**src/rft_pkg.sv**
```systemverilog
package rft_pkg;

  // ---------------------------------------------------------------
  // Memory and configuration layout
  // ---------------------------------------------------------------
  localparam int MEM_BITS   = 128;
  localparam int CFG_BITS   = 12;
  localparam int LOCK_POS   = 11;   // config_lock_bit
  localparam int RATE_HI    = 1;    // Rate select, first code bit
  localparam int RATE_MID   = 2;
  localparam int RATE_LO    = 3;
  localparam int CODE_HI    = 5;    // Coding select
  localparam int CODE_LO    = 6;
  localparam int MODK_HI    = 7;    // Modulation kind
  localparam int MODK_LO    = 8;

  // ---------------------------------------------------------------
  // Timing in carrier cycles
  // ---------------------------------------------------------------
  localparam logic [7:0] RATE_DIV_128 = 8'h80;
  localparam logic [7:0] RATE_DIV_100 = 8'h64;
  localparam logic [7:0] RATE_DIV_80  = 8'h50;
  localparam logic [7:0] RATE_DIV_64  = 8'h40;
  localparam logic [7:0] RATE_DIV_50  = 8'h32;
  localparam logic [7:0] RATE_DIV_40  = 8'h28;
  localparam logic [7:0] RATE_DIV_32  = 8'h20;
  localparam logic [7:0] RATE_DIV_16  = 8'h10;
  localparam logic [7:0] PROG_LAST    = 8'h7F;  // Last cycle of a programming bit
  localparam logic [7:0] PROG_SAMPLE  = 8'h40;  // Mid-bit amplitude sample
  localparam logic [7:0] ONE_8        = 8'h01;

  // ---------------------------------------------------------------
  // Types
  // ---------------------------------------------------------------
  typedef enum logic [2:0] {
    RFT_POWER  = 3'b000,
    RFT_GAP    = 3'b001,
    RFT_VERIFY = 3'b010,
    RFT_PROG   = 3'b011,
    RFT_RESP   = 3'b100,
    RFT_DONE   = 3'b101,
    RFT_READ   = 3'b110
  } rft_state_t;

  typedef enum logic [1:0] {
    RFT_NRZ    = 2'b00,
    RFT_DIFF   = 2'b01,
    RFT_MAN    = 2'b10,
    RFT_MANINV = 2'b11
  } rft_code_t;

  typedef struct packed {
    logic       data;
    logic [7:0] div;
    rft_code_t  code;
  } rft_sym_t;

endpackage : rft_pkg

```
**src/rft_tag.sv**
```systemverilog
module rft_tag
  import rft_pkg::*;
#(
  parameter int MEM_W = MEM_BITS
) (
  input  wire logic                sys_clk,
  input  wire logic                reset,
  input  wire logic                field_present,
  input  wire logic                field_high,
  input  wire logic [MEM_W-1:0]    nvm_data,
  input  wire logic [CFG_BITS-1:0] nvm_cfg,
  output logic                     mod_out,
  output logic [1:0]               mod_kind,
  output logic                     nvm_wr_en,
  output logic [MEM_W-1:0]         nvm_wr_data,
  output logic                     nvm_lock_set,
  output rft_state_t               tag_mode
);

  localparam int IW = $clog2(MEM_W);
  localparam logic [IW-1:0] IDX_LAST = IW'(MEM_W - 1);

  // ---------------------------------------------------------------
  // Decoders
  // ---------------------------------------------------------------
  function automatic logic [7:0] rate_div(input logic [2:0] sel);
    case (sel)
      3'h0:    rate_div = RATE_DIV_128;
      3'h1:    rate_div = RATE_DIV_100;
      3'h2:    rate_div = RATE_DIV_80;
      3'h3:    rate_div = RATE_DIV_32;
      3'h4:    rate_div = RATE_DIV_64;
      3'h5:    rate_div = RATE_DIV_50;
      3'h6:    rate_div = RATE_DIV_40;
      default: rate_div = RATE_DIV_16;
    endcase
  endfunction

  function automatic logic locked(input logic [CFG_BITS-1:0] cfg);
    locked = cfg[LOCK_POS];
  endfunction

  // ---------------------------------------------------------------
  // Symbol source
  // ---------------------------------------------------------------
  logic [IW-1:0] src_idx;
  logic          src_all;   // Whole frame pushed
  logic          src_valid;
  rft_sym_t      src_sym;
  logic          buf_ready;
  logic          push;
  logic          drained;

  // Native format for a blank tag, configured format once locked
  always_comb begin
    src_sym.data = nvm_data[src_idx];
    src_sym.div  = RATE_DIV_128;
    src_sym.code = RFT_NRZ;
    src_valid    = 1'b0;
    case (tag_mode)
      RFT_POWER: begin
        src_valid = !locked(nvm_cfg);
      end
      RFT_VERIFY: begin
        src_sym.data = 1'b1;
        src_valid    = !src_all;
      end
      RFT_RESP: begin
        src_valid = !src_all && !nvm_wr_en;
      end
      RFT_READ: begin
        src_sym.div  = rate_div({nvm_cfg[RATE_HI], nvm_cfg[RATE_MID],
                                 nvm_cfg[RATE_LO]});
        src_sym.code = rft_code_t'({nvm_cfg[CODE_HI], nvm_cfg[CODE_LO]});
        src_valid    = 1'b1;
      end
      default: begin
        src_valid = 1'b0;
      end
    endcase
  end

  assign push = src_valid && buf_ready;

  // Frame index advances only on accepted pushes, so stalls lose nothing
  always_ff @(posedge sys_clk) begin
    if (reset) begin
      src_idx <= '0;
      src_all <= 1'b0;
    end else if (tag_mode == RFT_PROG || tag_mode == RFT_GAP) begin
      src_idx <= '0;
      src_all <= 1'b0;
    end else if (push) begin
      src_idx <= (src_idx == IDX_LAST) ? '0 : src_idx + IW'(1);
      src_all <= src_idx == IDX_LAST;
    end
  end

  // ---------------------------------------------------------------
  // Two-entry symbol buffer
  // ---------------------------------------------------------------
  rft_sym_t   buf_mem [2];
  logic       buf_wp;
  logic       buf_rp;
  logic [1:0] buf_cnt;
  logic       buf_valid;
  logic       pop;

  assign buf_ready = buf_cnt != 2'h2;
  assign buf_valid = buf_cnt != 2'h0;

  // Storage carries no reset; only the pointers and the count need one
  always_ff @(posedge sys_clk) begin
    if (push) begin
      buf_mem[buf_wp] <= src_sym;
    end
  end

  always_ff @(posedge sys_clk) begin
    if (reset) begin
      buf_wp  <= 1'b0;
      buf_rp  <= 1'b0;
      buf_cnt <= 2'h0;
    end else if (tag_mode == RFT_GAP) begin
      // No field means no supply, so queued bits are lost; verify starts clean
      buf_wp  <= 1'b0;
      buf_rp  <= 1'b0;
      buf_cnt <= 2'h0;
    end else begin
      buf_wp  <= buf_wp ^ push;
      buf_rp  <= buf_rp ^ pop;
      buf_cnt <= buf_cnt + {1'b0, push} - {1'b0, pop};
    end
  end

  // ---------------------------------------------------------------
  // Bit encoder
  // ---------------------------------------------------------------
  rft_sym_t   enc_sym;
  logic       enc_busy;
  logic [7:0] enc_cnt;
  logic       enc_last;
  logic       enc_lvl;     // Differential biphase running level
  logic       next_mod;
  logic       second_half;

  assign enc_last    = enc_busy && (enc_cnt == enc_sym.div - ONE_8);
  assign pop         = buf_valid && (!enc_busy || enc_last);
  assign second_half = enc_cnt >= (enc_sym.div >> 1);
  assign drained     = src_all && !buf_valid && (!enc_busy || enc_last);

  // One symbol per div carrier cycles
  always_ff @(posedge sys_clk) begin
    if (reset) begin
      enc_busy <= 1'b0;
      enc_cnt  <= 8'h00;
      enc_sym  <= '0;
    end else if (tag_mode == RFT_GAP) begin
      // A leftover bit would push verify and the programming slots late
      enc_busy <= 1'b0;
      enc_cnt  <= 8'h00;
    end else if (pop) begin
      enc_busy <= 1'b1;
      enc_cnt  <= 8'h00;
      enc_sym  <= buf_mem[buf_rp];
    end else if (enc_last) begin
      enc_busy <= 1'b0;
      enc_cnt  <= 8'h00;
    end else if (enc_busy) begin
      enc_cnt <= enc_cnt + ONE_8;
    end
  end

  // Biphase level flips at every bit edge, and mid-bit for a zero
  always_ff @(posedge sys_clk) begin
    if (reset) begin
      enc_lvl <= 1'b0;
    end else if (pop) begin
      enc_lvl <= ~enc_lvl;
    end else if (enc_busy && enc_cnt == (enc_sym.div >> 1) && !enc_sym.data) begin
      enc_lvl <= ~enc_lvl;
    end
  end

  always_comb begin
    case (enc_sym.code)
      RFT_NRZ:    next_mod = enc_sym.data;
      RFT_DIFF:   next_mod = enc_lvl;
      RFT_MAN:    next_mod = enc_sym.data ^ second_half;
      RFT_MANINV: next_mod = ~(enc_sym.data ^ second_half);
      default:    next_mod = 1'b0;
    endcase
  end

  // Registered pin drive; damps nothing while idle
  always_ff @(posedge sys_clk) begin
    if (reset) begin
      mod_out  <= 1'b0;
      mod_kind <= 2'h0;
    end else begin
      mod_out  <= enc_busy && next_mod;
      mod_kind <= locked(nvm_cfg) ? {nvm_cfg[MODK_HI], nvm_cfg[MODK_LO]} : 2'h0;
    end
  end

  // ---------------------------------------------------------------
  // Programming receiver
  // ---------------------------------------------------------------
  logic [7:0]    prog_cnt;
  logic [IW-1:0] prog_idx;
  logic          prog_end;

  assign prog_end = tag_mode == RFT_PROG && prog_cnt == PROG_LAST && prog_idx == IDX_LAST;

  // One bit per 128 carrier cycles, sampled mid-bit
  always_ff @(posedge sys_clk) begin
    if (reset || tag_mode != RFT_PROG) begin
      prog_cnt <= 8'h00;
      prog_idx <= '0;
    end else begin
      prog_cnt <= (prog_cnt == PROG_LAST) ? 8'h00 : prog_cnt + ONE_8;
      if (prog_cnt == PROG_LAST) begin
        prog_idx <= prog_idx + IW'(1);
      end
    end
  end

  // Raised amplitude programs a zero
  always_ff @(posedge sys_clk) begin
    if (reset) begin
      nvm_wr_data <= '1;
    end else if (tag_mode == RFT_PROG && prog_cnt == PROG_SAMPLE) begin
      nvm_wr_data[prog_idx] <= ~field_high;
    end
  end

  // ---------------------------------------------------------------
  // Mode sequencer
  // ---------------------------------------------------------------
  // Reset is field power-up; a gap only matters on a blank tag
  always_ff @(posedge sys_clk) begin
    if (reset) begin
      tag_mode <= RFT_POWER;
    end else begin
      case (tag_mode)
        RFT_POWER: begin
          if (locked(nvm_cfg)) begin
            tag_mode <= RFT_READ;
          end else if (!field_present) begin
            tag_mode <= RFT_GAP;
          end
        end
        RFT_GAP: begin
          if (field_present) begin
            tag_mode <= RFT_VERIFY;
          end
        end
        RFT_VERIFY: begin
          if (drained) begin
            tag_mode <= RFT_PROG;
          end
        end
        RFT_PROG: begin
          if (!field_present) begin
            tag_mode <= RFT_DONE;
          end else if (prog_end) begin
            tag_mode <= RFT_RESP;
          end
        end
        RFT_RESP: begin
          if (!field_present) begin
            tag_mode <= RFT_DONE;
          end else if (drained) begin
            tag_mode <= RFT_PROG;
          end
        end
        RFT_DONE: begin
          tag_mode <= RFT_DONE;
        end
        RFT_READ: begin
          tag_mode <= RFT_READ;
        end
        default: begin
          tag_mode <= RFT_POWER;
        end
      endcase
    end
  end

  // Memory write after a full stream; lock pulse on field loss in RFT_PROG or RFT_RESP
  always_ff @(posedge sys_clk) begin
    if (reset) begin
      nvm_wr_en    <= 1'b0;
      nvm_lock_set <= 1'b0;
    end else begin
      nvm_wr_en    <= prog_end && field_present;
      nvm_lock_set <= (tag_mode == RFT_PROG || tag_mode == RFT_RESP)
                      && !field_present;
    end
  end

endmodule // rft_tag

```
**config.mk**
```make
export PLATFORM = sky130hd
export DESIGN_NAME = rft_tag
export DESIGN_NICKNAME = d
export VERILOG_FILES = /design/src/rft_pkg.sv /design/src/rft_tag.sv
export SDC_FILE = /design/constraint.sdc
export NUM_CORES = 1
export LEC_CHECK = 0
export BUFFER_PORTS_ARGS = -buffer_cell sky130_fd_sc_hd__buf_2
export CAP_MARGIN = 20
export CORE_ASPECT_RATIO = 0.9
export CORE_MARGIN = 4
export CORE_UTILIZATION = 30
export DETAILED_ROUTE_END_ITERATION = 12
export PLACE_DENSITY = 0.5
export SYNTH_ARGS = -nofsm -noshare
export SYNTH_HDL_FRONTEND = slang
export SYNTH_SLANG_ARGS = --single-unit
```
**constraint.sdc**
```tcl
create_clock -name sys_clk -period 4.8 [get_ports sys_clk]
set_input_delay 0.24 -clock sys_clk [delete_from_list [all_inputs] [get_ports sys_clk]]
set_output_delay 0.24 -clock sys_clk [all_outputs]
set_load 0.02 [all_outputs]
```
==> metrics.md <==
| Metric | Value |
|---|---|
| Die H | `180 um` |
| Place WS | `1.74 ns` |
| CTS tree | `built` |
| Final std cells w/o fill | `1,733` |
| Die width | `199 um` |
| Total CTS buffers | `24` |
| Post-Synth Adder-Cell Area | `0.0217` |
| Final Power | `4910 uW` |
| Seq cells post-synth | `203` |
| CTS H-tree lvls | `1` |
| Clk Latency, worst-skew pair | `0.52 ns` |
| P&R area growth vs syn | `25.3%` |
| Worst path bufs/invs | `0` |
| Clock Sinks | `203` |
| Seq pwr share | `0.417` |
| Reg2reg setup slack | `1.75 ns` |
| Clock share of power | `0.363` |
| Largest family of logic cells by synthesized area | `compound AO/OA/AOI/OAI gates` |
| Number of synthesized flops with an enable pin | `20` |
| Number of global-route vias before repair | `8,360` |
| Startpoint Class | `flop` |
| P_leak | `0.00481 uW` |
| Fin crit period | `3.05 ns` |
| Endpoints failing setup | `0` |
| CP Class | `flop to flop` |
| Cell variety after synth | `60` |
| Max_cap viols | `0` |
| Post-Synthesis Cells | `1,068` |
| Placed cells | `1,684` |
| Core area | `32,100 um2` |
| Synth Area in Compound Gates | `0.211` |
| Synth Area in XOR/XNOR | `0.0344` |
| Final WL | `29.4 mm` |
| Largest net degree at the start of global routing | `83` |
| Final Skew | `0.0161 ns` |
| Worst path slowest cell | `nand3_1` |
| Fmax | `328 MHz` |
| Slowest stage delay, CP | `0.65 ns` |
| Hpwl dp | `20.6 mm` |
| Gr usage total | `0.156` |
| RSZ-0062 raised after global routing | `false` |
| P_int | `3440 uW` |
| Comb pwr share | `0.220` |
| Design area | `12,300 um2` |
| I/O Buffers | `275` |
| Synth Flop Type | `dfxtp_1` |
| Hold Path Class | `input pin to flop` |
| Most frequent CP cell | `nor2_1` |
| Via/cell ratio | `5.13` |
| Share of cells above drive strength 1 | `0.283` |
| Max Fanout on Critical Path | `24` |
| CP endpoint kind | `flop` |
| Fin nets | `1,460` |
| Synth Warn # | `0` |
| Seq/Total Area, Yosys | `0.434` |
| Initial drt markers | `568` |
| DRT antenna net count | `0` |
| Sw frac | `0.300` |
| Drt wl/cell | `16.9 um` |
| Ports | `280` |
| Status | `completed` |
| Starting Density | `0.306` |
| Via Count | `8,882` |
| Post-DP Area | `11,500 um2` |
| Relative slew margins | `0.321` |
| Syn_nets | `1,229` |
| Num rows | `62` |
| Crit share post-route | `0.635` |
| PnR worst setup slack | `1.75 ns` |
| Syn Area/Cell | `9.20 um2` |
| Post-CTS Setup Inserts | `0` |
| First-pass GRT wire length | `46.6 mm` |
| Critical path arrival | `3.40 ns` |
| Longest Clk Path Bufs | `3` |
| Placer congestion estimate | `0.776` |
| Crit-path cells | `nand3b_1, nor2_1, nand4b_1, nor2_1, nand3_1, o21ai_0, o311ai_0` |
| Clk root buf | `clkbuf_16` |
| Power per cell area | `399 nW/um2` |
| Initial antenna violation count | `0` |
| Synth Area in Simple Gates | `0.163` |
| Slew Viols, Final | `0` |
| NetSw | `1470 uW` |
| Remaining DRCs | `0` |
| Mux contribution to synthesized area | `0.0908` |
| Critical Path RT | `5.15 ns` |
| Worst-path clk slew | `0.06 ns` |
| Grt ovf | `0` |
| Peak supply drop | `0.211 mV` |
| Setup Total Neg Slack | `0 ns` |
| Post-synthesis cell area | `9820 um2` |
| Family with the most delay on the worst path | `simple AND/OR/NAND/NOR gates` |
| Number of diodes | `0` |
| Final Hold Vio Count | `0` |
| Async SR Flop Fraction | `0` |
| DIE AREA | `35,700 um2` |
| Least-Margin Pin Slew | `1.02 ns` |
| Initial DRT Pass Iterations | `5` |
==> kinds of logic (layout without fill, tap and decap cells) <==
family	count (synthesis)	in the layout
muxes	59	59
AOI/OAI and AO/OA	337	337
adders and majority gates	17	17
DFF	203	203
xor gates and xnor gates	37	37
and+or+nand+nor	302	302
buffers and inverters	113	362
==> synthesized netlist by cell type, drive strengths merged (6+ instances only) <==
| cell | n | area [um2] |
|---|---|---|
| dfxtp | 183 | 3660 |
| o21ai | 141 | 706 |
| a21oi | 100 | 504 |
| and3 | 90 | 563 |
| nor2 | 76 | 285 |
| clkbuf | 66 | 248 |
| o311ai | 49 | 429 |
| nand2 | 38 | 145 |
| mux2i | 34 | 340 |
| inv | 29 | 109 |
| mux4 | 24 | 541 |
| xnor2 | 22 | 193 |
| edfxtp | 20 | 601 |
| buf | 18 | 78.8 |
| nand3 | 18 | 90.1 |
| ha | 17 | 213 |
| nor3 | 16 | 80.1 |
| a211oi | 15 | 163 |
| xor2 | 14 | 123 |
| nand2b | 12 | 75.1 |
| nand4 | 11 | 68.8 |
| nor2b | 7 | 43.8 |
| o22ai | 7 | 43.8 |
| a2111oi | 6 | 58.8 |
==> state kept, by name, summed over array words and instances, names as in the netlist, 2 cells and up <==
register	cells
buf_mem	20
mod_kind	2
enc_cnt	8
nvm_wr_data	128
buf_cnt	2
prog_cnt	8
src_idx	7
prog_idx	7
tag_mode	3
enc_sym	10
==> final timing paths <==
kind,depth (start not counted),from,to
worst min-delay path,2,nvm_cfg[11],mod_kind[1]$_SDFF_PP0_
worst max-delay path,7,tag_mode[1]$_SDFFE_PP0P_,nvm_wr_data[127]$_SDFFE_PP1P_
worst max register to register,7,tag_mode[1]$_SDFFE_PP0P_,nvm_wr_data[127]$_SDFFE_PP1P_
worst min register to register,1,prog_cnt[0]$_SDFF_PP0_,prog_cnt[0]$_SDFF_PP0_
==> what timing repair did <==
item,CTS,global route
setup endpoints to repair,0,0
hold buffers,2,0
endpoints found under the hold margin,2,0
gates resized for setup,0,0
==> layout make-up <==
class,count,area [um2]
multi-input cells,752,5140
clock inverters,11,105
fillers,3301,19800
well taps,416,520
clock buffers,33,676
repair buffers,289,1480
flip-flops and latches,203,4270
inverters,29,110
==> metrics by stage <==
stage / hold slack, ns / utilization
3_5_place_dp: 0.462 / 0.358
2_1_floorplan: 0.318 / -
4_1_cts: 0.0228 / 0.383
6_report: 0.0460 / 0.383
3_3_place_gp: 0.466 / 0.358
5_1_grt: 0.0323 / 0.383
==> layer usage <==
| metal | vias to the layer above | track usage | wire length (um) |
|---|---|---|---|
| met4 | 0 | 0.0345 | 595 |
| met2 | 253 | 0.242 | 13000 |
| met3 | 32 | 0.0247 | 1640 |
| met1 | 4142 | 0.229 | 14100 |
| met5 | - | 0 | 0 |
| li1 | 4455 | - | - |
==> cells in the final DEF (no fill, tap or decap), types with 25 or more instances in the layout <==
master     Yosys  final
buf_2          6    275
dfxtp_1      183    181
o311ai_0      49     49
mux2i_1       34     34
clkbuf_16      0     25
a21oi_1       99     99
nand2_1       37     37
o21ai_0      139    139
inv_1         29     28
nor2_1        76     76
and3_1        90     90
==> power by group through the flow <==
stage	Clock [uW]	Sequential, uW	Combinational (uW)
finish	1780	2050	1080
CTS	1840	2050	1100
detailed placement	0	2090	1090
floorplan	0	1960	942
global placement	0	2090	1080
global route	1910	2080	1200
(Power assumes the default switching activity.)
